===== config.mk =====
export PLATFORM = sky130hd
export DESIGN_NAME = nvm_write_ctrl
export DESIGN_NICKNAME = d
export VERILOG_FILES = /design/src/hdl/nvm_ctrl_pkg.sv /design/src/hdl/cycle_timer.sv /design/src/hdl/nvm_array.sv /design/src/hdl/nvm_write_ctrl.sv
export SDC_FILE = /design/constraint.sdc
export NUM_CORES = 2
export LEC_CHECK = 0
export BUFFER_PORTS_ARGS = -buffer_cell sky130_fd_sc_hd__buf_4
export CORE_MARGIN = 1.5
export CORE_UTILIZATION = 35
export CTS_CLUSTER_DIAMETER = 120
export DETAILED_ROUTE_END_ITERATION = 10
export SYNTH_ARGS = -nofsm -noshare
export SYNTH_HDL_FRONTEND = slang
export SYNTH_HIERARCHICAL = 1
export SYNTH_SLANG_ARGS = --single-unit

===== constraint.sdc =====
create_clock -name i_clock -period 6 [get_ports i_clock]
set_input_delay 0.3 -clock i_clock [delete_from_list [all_inputs] [get_ports i_clock]]
set_output_delay 0.3 -clock i_clock [all_outputs]
set_load 0.005 [all_outputs]

===== src/hdl/nvm_ctrl_pkg.sv =====
// constants for the data nvm write controller
package nvm_ctrl_pkg;
  localparam int ADDR_W = 8;
  localparam int DATA_W = 8;
  localparam logic [7:0] OFF_IRQ_CONTROL = 8'h0B;
  localparam logic [7:0] OFF_IRQ_FLAGS = 8'h0C;
  localparam logic [7:0] OFF_IRQ_ENABLES = 8'h8C;
  localparam logic [7:0] OFF_NVM_DATA = 8'h9A;
  localparam logic [7:0] OFF_NVM_ADDRESS = 8'h9B;
  localparam logic [7:0] OFF_NVM_CONTROL = 8'h9C;
  localparam logic [7:0] OFF_UNLOCK_KEY = 8'h9D;
  localparam int BIT_RD = 0;
  localparam int BIT_WR = 1;
  localparam int BIT_LATCH = 2;
  localparam int BIT_ABORT = 3;
  localparam int BIT_DONE = 7;
  localparam int BIT_GLOBAL_EN = 7;
  localparam logic [7:0] RESET_BYTE = 8'h00;
  localparam logic [7:0] KEY_FIRST = 8'h55;
  localparam logic [7:0] KEY_SECOND = 8'hAA;
  // bus cycles from first key write to write strobe set
  localparam int KEY_GAP_1 = 2;
  localparam int KEY_GAP_2 = 1;
  localparam int CLK_MHZ = 200;
  localparam int PUP_MS = 64;
  localparam int PUP_CYCLES = PUP_MS * 1000 * CLK_MHZ;
  localparam int WRITE_US = 4000;
  localparam int WRITE_CYCLES = WRITE_US * CLK_MHZ;
  typedef enum logic [2:0] {
    ST_IDLE = 3'b001,
    ST_KEY1 = 3'b010,
    ST_KEY2 = 3'b100
  } unlock_t;
endpackage


===== src/hdl/cycle_timer.sv =====
// down counter that pulses when a loaded count runs out
module cycle_timer #(
  parameter int W = 32
) (
  // clock and reset
  input wire logic i_clock,
  input wire logic i_rst_n,
  // control
  input wire logic i_load,
  input wire logic [W-1:0] i_count,
  output logic o_busy,
  output logic o_done
);
  logic [W-1:0] cnt_r;

  always_ff @(posedge i_clock or negedge i_rst_n) begin
    if (!i_rst_n) begin
      cnt_r <= '0;
      o_busy <= 1'b0;
      o_done <= 1'b0;
    end else begin
      o_done <= 1'b0;
      if (i_load) begin
        cnt_r <= i_count;
        o_busy <= 1'b1;
      end else if (o_busy) begin
        if (cnt_r <= W'(1)) begin
          o_busy <= 1'b0;
          o_done <= 1'b1;
        end else begin
          cnt_r <= cnt_r - W'(1);
        end
      end
    end
  end
endmodule


===== src/hdl/nvm_array.sv =====
// 256 byte storage array with registered read data
module nvm_array #(
  parameter int AW = 8,
  parameter int DW = 8
) (
  // clock
  input wire logic i_clock,
  // access
  input wire logic i_we,
  input wire logic [AW-1:0] i_addr,
  input wire logic [DW-1:0] i_wdata,
  input wire logic i_re,
  output logic [DW-1:0] o_rdata
);
  logic [DW-1:0] mem [0:(1<<AW)-1];

  always_ff @(posedge i_clock) begin
    if (i_we) begin
      mem[i_addr] <= i_wdata;
    end
  end

  always_ff @(posedge i_clock) begin
    if (i_re) begin
      o_rdata <= mem[i_addr];
    end
  end
endmodule


===== src/hdl/nvm_write_ctrl.sv =====
// data nvm write controller with unlock sequence and register port
//
// What this block does
// - keys 55h then AAh, then write strobe
// - unlock steps must be back to back
// - write strobe ignored while latch clear
// - only software changes write enable latch
// - clearing latch never aborts running write
// - completion clears strobe, sets done flag
// - done flag sticks until software clears
// - done flag may raise gated interrupt
// - power-up clears write enable latch
// - power-up timer blocks writes
// - protect fuse does not block cpu access
// - non-power-on resets during write set abort flag
// - strobes set only; read self-clears
// - key register reads zero
// - address spans 256 byte locations
//
// Strobed register access is this design's own decision.
module nvm_write_ctrl
  import nvm_ctrl_pkg::*;
#(
  parameter int PUP_CNT = PUP_CYCLES,
  parameter int WRITE_CNT = WRITE_CYCLES
) (
  // clock and reset
  input wire logic i_clock,
  input wire logic i_rst_n,
  // reset cause, same clock domain, level
  input wire logic i_power_on,
  input wire logic i_data_protect_fuse,
  // register port
  input wire logic [7:0] i_addr,
  input wire logic [7:0] i_wdata,
  input wire logic i_wr,
  input wire logic i_rd,
  output logic [7:0] o_rdata,
  // status
  output logic o_irq,
  output logic o_write_busy
);
  import nvm_ctrl_pkg::*;

  if (PUP_CNT < 1 || WRITE_CNT < 2) begin : g_bad_cnt
    $error("timer counts too small");
  end

  ////////////////////////////////////////////////////////////////////////
  logic [7:0] nvm_address_reg_r;
  logic [7:0] nvm_data_reg_r;
  logic [7:0] irq_control_reg_r;
  logic [7:0] periph_irq_flags_reg_r;
  logic [7:0] periph_irq_enable_reg_r;
  logic write_enable_latch_r;
  logic write_abort_flag_r;
  logic write_strobe_r;
  logic read_strobe_r;
  logic pup_busy;
  logic rel_pulse_r;
  logic write_done;
  logic write_start;
  logic arr_we_r;
  logic [7:0] arr_rdata;
  logic read_pend_r;
  unlock_t key_r;
  unlock_t key_nxt;
  logic [1:0] gap_r;

  function automatic logic hit(input logic [7:0] a, input logic [7:0] off);
    return a == off;
  endfunction

  logic w_ctl;
  logic w_key;
  assign w_ctl = i_wr && hit(i_addr, OFF_NVM_CONTROL);
  assign w_key = i_wr && hit(i_addr, OFF_UNLOCK_KEY);

  ////////////////////////////////////////////////////////////////////////
  // one pulse on the first edge after any reset release
  always_ff @(posedge i_clock or negedge i_rst_n) begin
    if (!i_rst_n) begin
      rel_pulse_r <= 1'b1;
    end else begin
      rel_pulse_r <= 1'b0;
    end
  end

  // power-up timer, started once after a power-on reset release
  logic pup_arm;
  assign pup_arm = rel_pulse_r && i_power_on;

  cycle_timer #(.W(32)) u_pup (
    .i_clock(i_clock),
    .i_rst_n(i_rst_n),
    .i_load(pup_arm),
    .i_count(32'(PUP_CNT)),
    .o_busy(pup_busy),
    .o_done()
  );

  ////////////////////////////////////////////////////////////////////////
  // unlock sequencer; any stray bus write breaks the chain
  always_comb begin
    key_nxt = ST_IDLE;
    case (key_r)
      ST_IDLE: begin
        if (w_key && i_wdata == KEY_FIRST) begin
          key_nxt = ST_KEY1;
        end
      end
      ST_KEY1: begin
        if (gap_r < 2'(KEY_GAP_1 - KEY_GAP_2) && !(i_wr && !w_key)) begin
          if (w_key && i_wdata == KEY_SECOND
              && gap_r == 2'(KEY_GAP_1 - KEY_GAP_2 - 1)) begin
            key_nxt = ST_KEY2;
          end else if (!i_wr) begin
            key_nxt = ST_KEY1;
          end
        end
      end
      ST_KEY2: begin
        if (gap_r < 2'(KEY_GAP_2) && !i_wr) begin
          key_nxt = ST_KEY2;
        end
      end
      default: key_nxt = ST_IDLE;
    endcase
    if (key_r != ST_IDLE && w_key && i_wdata == KEY_FIRST
        && key_nxt == ST_IDLE) begin
      key_nxt = ST_KEY1;
    end
  end

  always_ff @(posedge i_clock or negedge i_rst_n) begin
    if (!i_rst_n) begin
      key_r <= ST_IDLE;
      gap_r <= 2'd0;
    end else begin
      key_r <= key_nxt;
      // a repeated first key restarts the count
      gap_r <= (key_nxt != key_r || w_key) ? 2'd0 : gap_r + 2'd1;
    end
  end

  // fuse does not gate cpu writes
  assign write_start = w_ctl && i_wdata[BIT_WR] && key_r == ST_KEY2
                       && gap_r == 2'(KEY_GAP_2 - 1)
                       && write_enable_latch_r && !pup_busy
                       && !write_strobe_r;

  cycle_timer #(.W(32)) u_wtime (
    .i_clock(i_clock),
    .i_rst_n(i_rst_n),
    .i_load(write_start),
    .i_count(32'(WRITE_CNT)),
    .o_busy(),
    .o_done(write_done)
  );

  ////////////////////////////////////////////////////////////////////////
  // control register bits
  always_ff @(posedge i_clock or negedge i_rst_n) begin
    if (!i_rst_n) begin
      write_enable_latch_r <= 1'b0;
    end else if (w_ctl) begin
      write_enable_latch_r <= i_wdata[BIT_LATCH];
    end
  end

  always_ff @(posedge i_clock or negedge i_rst_n) begin
    if (!i_rst_n) begin
      write_strobe_r <= 1'b0;
    end else if (write_start) begin
      write_strobe_r <= 1'b1;
    end else if (write_done) begin
      write_strobe_r <= 1'b0;
    end
  end

  // running write remembered; frozen while reset holds
  logic abort_seen_r;
  always_ff @(posedge i_clock) begin
    if (i_rst_n) begin
      abort_seen_r <= write_strobe_r;
    end
  end

  always_ff @(posedge i_clock or negedge i_rst_n) begin
    if (!i_rst_n) begin
      write_abort_flag_r <= 1'b0;
    end else if (rel_pulse_r && abort_seen_r && !i_power_on) begin
      write_abort_flag_r <= 1'b1;
    end else if (w_ctl) begin
      write_abort_flag_r <= i_wdata[BIT_ABORT];
    end
  end

  always_ff @(posedge i_clock or negedge i_rst_n) begin
    if (!i_rst_n) begin
      read_strobe_r <= 1'b0;
      read_pend_r <= 1'b0;
    end else begin
      read_strobe_r <= w_ctl && i_wdata[BIT_RD] && !write_strobe_r;
      read_pend_r <= read_strobe_r;
    end
  end

  ////////////////////////////////////////////////////////////////////////
  // address, data and interrupt registers
  always_ff @(posedge i_clock or negedge i_rst_n) begin
    if (!i_rst_n) begin
      nvm_address_reg_r <= RESET_BYTE;
    end else if (i_wr && hit(i_addr, OFF_NVM_ADDRESS)) begin
      nvm_address_reg_r <= i_wdata;
    end
  end

  always_ff @(posedge i_clock or negedge i_rst_n) begin
    if (!i_rst_n) begin
      nvm_data_reg_r <= RESET_BYTE;
    end else if (read_pend_r) begin
      nvm_data_reg_r <= arr_rdata;
    end else if (i_wr && hit(i_addr, OFF_NVM_DATA)) begin
      // write loads data register from bus
      nvm_data_reg_r <= i_wdata;
    end
  end

  always_ff @(posedge i_clock or negedge i_rst_n) begin
    if (!i_rst_n) begin
      arr_we_r <= 1'b0;
    end else begin
      arr_we_r <= write_done;
    end
  end

  nvm_array #(.AW(ADDR_W), .DW(DATA_W)) u_array (
    .i_clock(i_clock),
    .i_we(arr_we_r),
    .i_addr(nvm_address_reg_r),
    .i_wdata(nvm_data_reg_r),
    .i_re(read_strobe_r),
    .o_rdata(arr_rdata)
  );

  always_ff @(posedge i_clock or negedge i_rst_n) begin
    if (!i_rst_n) begin
      periph_irq_flags_reg_r <= RESET_BYTE;
    end else begin
      if (i_wr && hit(i_addr, OFF_IRQ_FLAGS)) begin
        periph_irq_flags_reg_r <= i_wdata;
      end
      if (arr_we_r) begin
        periph_irq_flags_reg_r[BIT_DONE] <= 1'b1;
      end
    end
  end

  always_ff @(posedge i_clock or negedge i_rst_n) begin
    if (!i_rst_n) begin
      periph_irq_enable_reg_r <= RESET_BYTE;
      irq_control_reg_r <= RESET_BYTE;
    end else begin
      if (i_wr && hit(i_addr, OFF_IRQ_ENABLES)) begin
        periph_irq_enable_reg_r <= i_wdata;
      end
      if (i_wr && hit(i_addr, OFF_IRQ_CONTROL)) begin
        irq_control_reg_r <= i_wdata;
      end
    end
  end

  always_ff @(posedge i_clock or negedge i_rst_n) begin
    if (!i_rst_n) begin
      o_irq <= 1'b0;
      o_write_busy <= 1'b0;
    end else begin
      o_irq <= periph_irq_flags_reg_r[BIT_DONE]
               && periph_irq_enable_reg_r[BIT_DONE]
               && irq_control_reg_r[BIT_GLOBAL_EN];
      o_write_busy <= write_strobe_r;
    end
  end

  ////////////////////////////////////////////////////////////////////////
  // read data, one cycle after the strobe
  logic [7:0] ctl_view;
  assign ctl_view = {4'h0, write_abort_flag_r, write_enable_latch_r,
                     write_strobe_r, read_strobe_r};

  always_ff @(posedge i_clock or negedge i_rst_n) begin
    if (!i_rst_n) begin
      o_rdata <= RESET_BYTE;
    end else if (i_rd) begin
      if (hit(i_addr, OFF_NVM_CONTROL)) begin
        o_rdata <= ctl_view;
      end else if (hit(i_addr, OFF_NVM_DATA)) begin
        o_rdata <= nvm_data_reg_r;
      end else if (hit(i_addr, OFF_NVM_ADDRESS)) begin
        o_rdata <= nvm_address_reg_r;
      end else if (hit(i_addr, OFF_IRQ_FLAGS)) begin
        o_rdata <= periph_irq_flags_reg_r;
      end else if (hit(i_addr, OFF_IRQ_ENABLES)) begin
        o_rdata <= periph_irq_enable_reg_r;
      end else if (hit(i_addr, OFF_IRQ_CONTROL)) begin
        o_rdata <= irq_control_reg_r;
      end else begin
        // key register and unmapped read zero
        o_rdata <= RESET_BYTE;
      end
    end else begin
      o_rdata <= RESET_BYTE;
    end
  end

  logic unused_ok;
  assign unused_ok = i_data_protect_fuse;
endmodule


==> reports/qor.csv <==
metric,value,unit
total track usage,16.47,%
initial core utilization,35.29,%
Seq pwr share,53.6,%
"most common cell after layout, fill and taps aside",edfxtp_1,
CTS Sinks,2186,
slack of the critical path,1.603,ns
TritonCTS clock tree,done,
Fin. Hold Viols,0,
setup bufs post-CTS,0,
Tmin final,4.397,ns
Lkg Pwr,29.31,nW
root buf cell,clkbuf_16,
"Data required, critical path",6.52,ns
Finish-stage setup viols,0,
net switching power,6.948,mW
power share of the combinational group,4.6,%
crit share post-route,73.29,%
largest net degree at the start of global routing,233,
I/O pins,32,
Slew headroom,11.51,%
Max Cap Viol,0,
drt drc,0,
WL/cell,26.36,µm
H-tree depth,4,
Diodes inserted,0,
# hold bufs at CTS,30,
syn avg cell area,20.05,µm²
most frequent cells in the layout,"edfxtp_1, mux4_2, nor2_1",
startpoint types,flop,
Core Region,243900,µm²
DRT Wirelength,208200,µm
clock slew at reported path FFs,0.06,ns
TNS Setup,0,ns
HP Class,input pin to async pin,
chip height,498.9,µm
post-synthesis cell area,86060,µm²
fillers,21350,
Crit Path Class,flop to flop,
port buffer count,30,
Sw Share,21.77,%
die area,248900,µm²
Max clock buf depth,3,
clk_skew,0.03450,ns
fmax,0.2274,GHz
Clock power frac,41.8,%
critical path peak fanout,81,
total CTS buffers,218,
drt pass-1 iters,8,
ANT nets after route,0,
RSZ-0062 raised after global routing,no,
Tightest Pin Transition,1.317,ns
post_cts resized,0,
Multi-input gate area,19940,µm²
CP endpoint kind,flop,
layout cells sized above 1,23.76,%
row cnt,181,
Yosys Warn Count,6,
Area growth syn-to-layout,13.77,%
Place WS,1.611,ns
RD Place Congestion,0.8217,
"Slew Viols, Final",0,
Peak VDD IR,0.3172,mV
total power,31.91,mW
Detailed Place HPWL,118900,µm
sequential cell area,65040,µm²
Syn Inst Count,4293,
via count,43360,
initial drt markers,4344,
arrival time worst endpoint,4.92,ns
Power Internal,24.97,mW
R2R setup slack,1.60,ns
vias per cell,5.490,
vias in the first global route,43500,
global-route wire length before repair,303300,µm
status,"complete, no violations",
PwrDens,325.9,nW/µm²
initial antenna violation count,2,
die width,498.9,µm
clk_lat worst skew,0.86,ns
GRT overflow,0,
nets,4538,
==> layout make-up <==
cell class | count | area share [%]
Timing Repair Buffer | 206 | 1.852
Clock inverter | 136 | 1.348
Tap cell | 3202 | 4.092
Clock buffer | 269 | 5.830
Sequential cell | 2186 | 66.42
Multi-Input combinational cell | 1875 | 20.36
Inverter | 24 | 0.09200
==> registers in the layout, indices dropped and copies added (netlist names), 2 cells and up <==
| name | count |
|---|---|
| nvm_data_reg_r | 8 |
| u_array/o_rdata | 8 |
| irq_control_reg_r | 8 |
| u_pup/cnt_r | 32 |
| nvm_address_reg_r | 8 |
| o_rdata | 8 |
| u_array/mem | 2048 |
| u_wtime/cnt_r | 32 |
| key_r | 3 |
| gap_r | 2 |
| periph_irq_flags_reg_r | 8 |
| periph_irq_enable_reg_r | 8 |
==> power by group through the flow <==
stage               registers [mW]  logic (mW)  clock network, mW
floorplan                     17.5       0.781                  0
global placement              17.4        1.43                  0
detailed placement            17.4        1.46                  0
CTS                           17.1        1.48               13.6
global route                  17.1        1.56               14.2
finish                        17.1        1.46               13.3
==> final timing paths <==
| path | from | end | cells after the start |
|---|---|---|---|
| worst min register to register | u_wtime/o_done | arr_we_r | 0 |
| worst min-delay path | i_rst_n | periph_irq_flags_reg_r[1] | 2 |
| min in group i_clock | i_rd | o_rdata[2] | 3 |
| worst max-delay path | nvm_address_reg_r[0] | u_array/o_rdata[6] | 6 |
| worst max register to register | nvm_address_reg_r[0] | u_array/o_rdata[6] | 6 |
| max in group asynchronous | i_rst_n | u_wtime/cnt_r[24] | 3 |
==> metal layers <==
| layer | track usage, % | wire [µm] | up-vias |
|---|---|---|---|
| met3 | 3.404 | 15790 | 344 |
| met1 | 23.31 | 89320 | 23180 |
| met4 | 5.595 | 6773 | 0 |
| met5 | 0 | 0 | - |
| li1 | - | - | 18320 |
| met2 | 25.32 | 96300 | 1517 |
==> stage by stage <==
step,std cells,hold WS (ns),utilization (%),area [µm²]
3_5_place_dp,7463,0.3796,37.14,90590
5_1_grt,7898,0.1158,40.14,97920
3_3_place_gp,7463,0.3973,37.14,90590
6_report,7898,0.07738,40.14,97920
4_1_cts,7898,0.05689,40.14,97920
2_1_floorplan,4356,0.004409,-,86300
==> critical path, stage by stage, from the launching register on <==
cell     delay, ns
dfrtp_4       1.01
buf_12        0.51
mux4_2        0.61
a22oi_1       0.17
a21oi_1       0.19
o41ai_1       1.12
nand4_1       0.19
No activity file was read; power rests on OpenSTA's default activity.
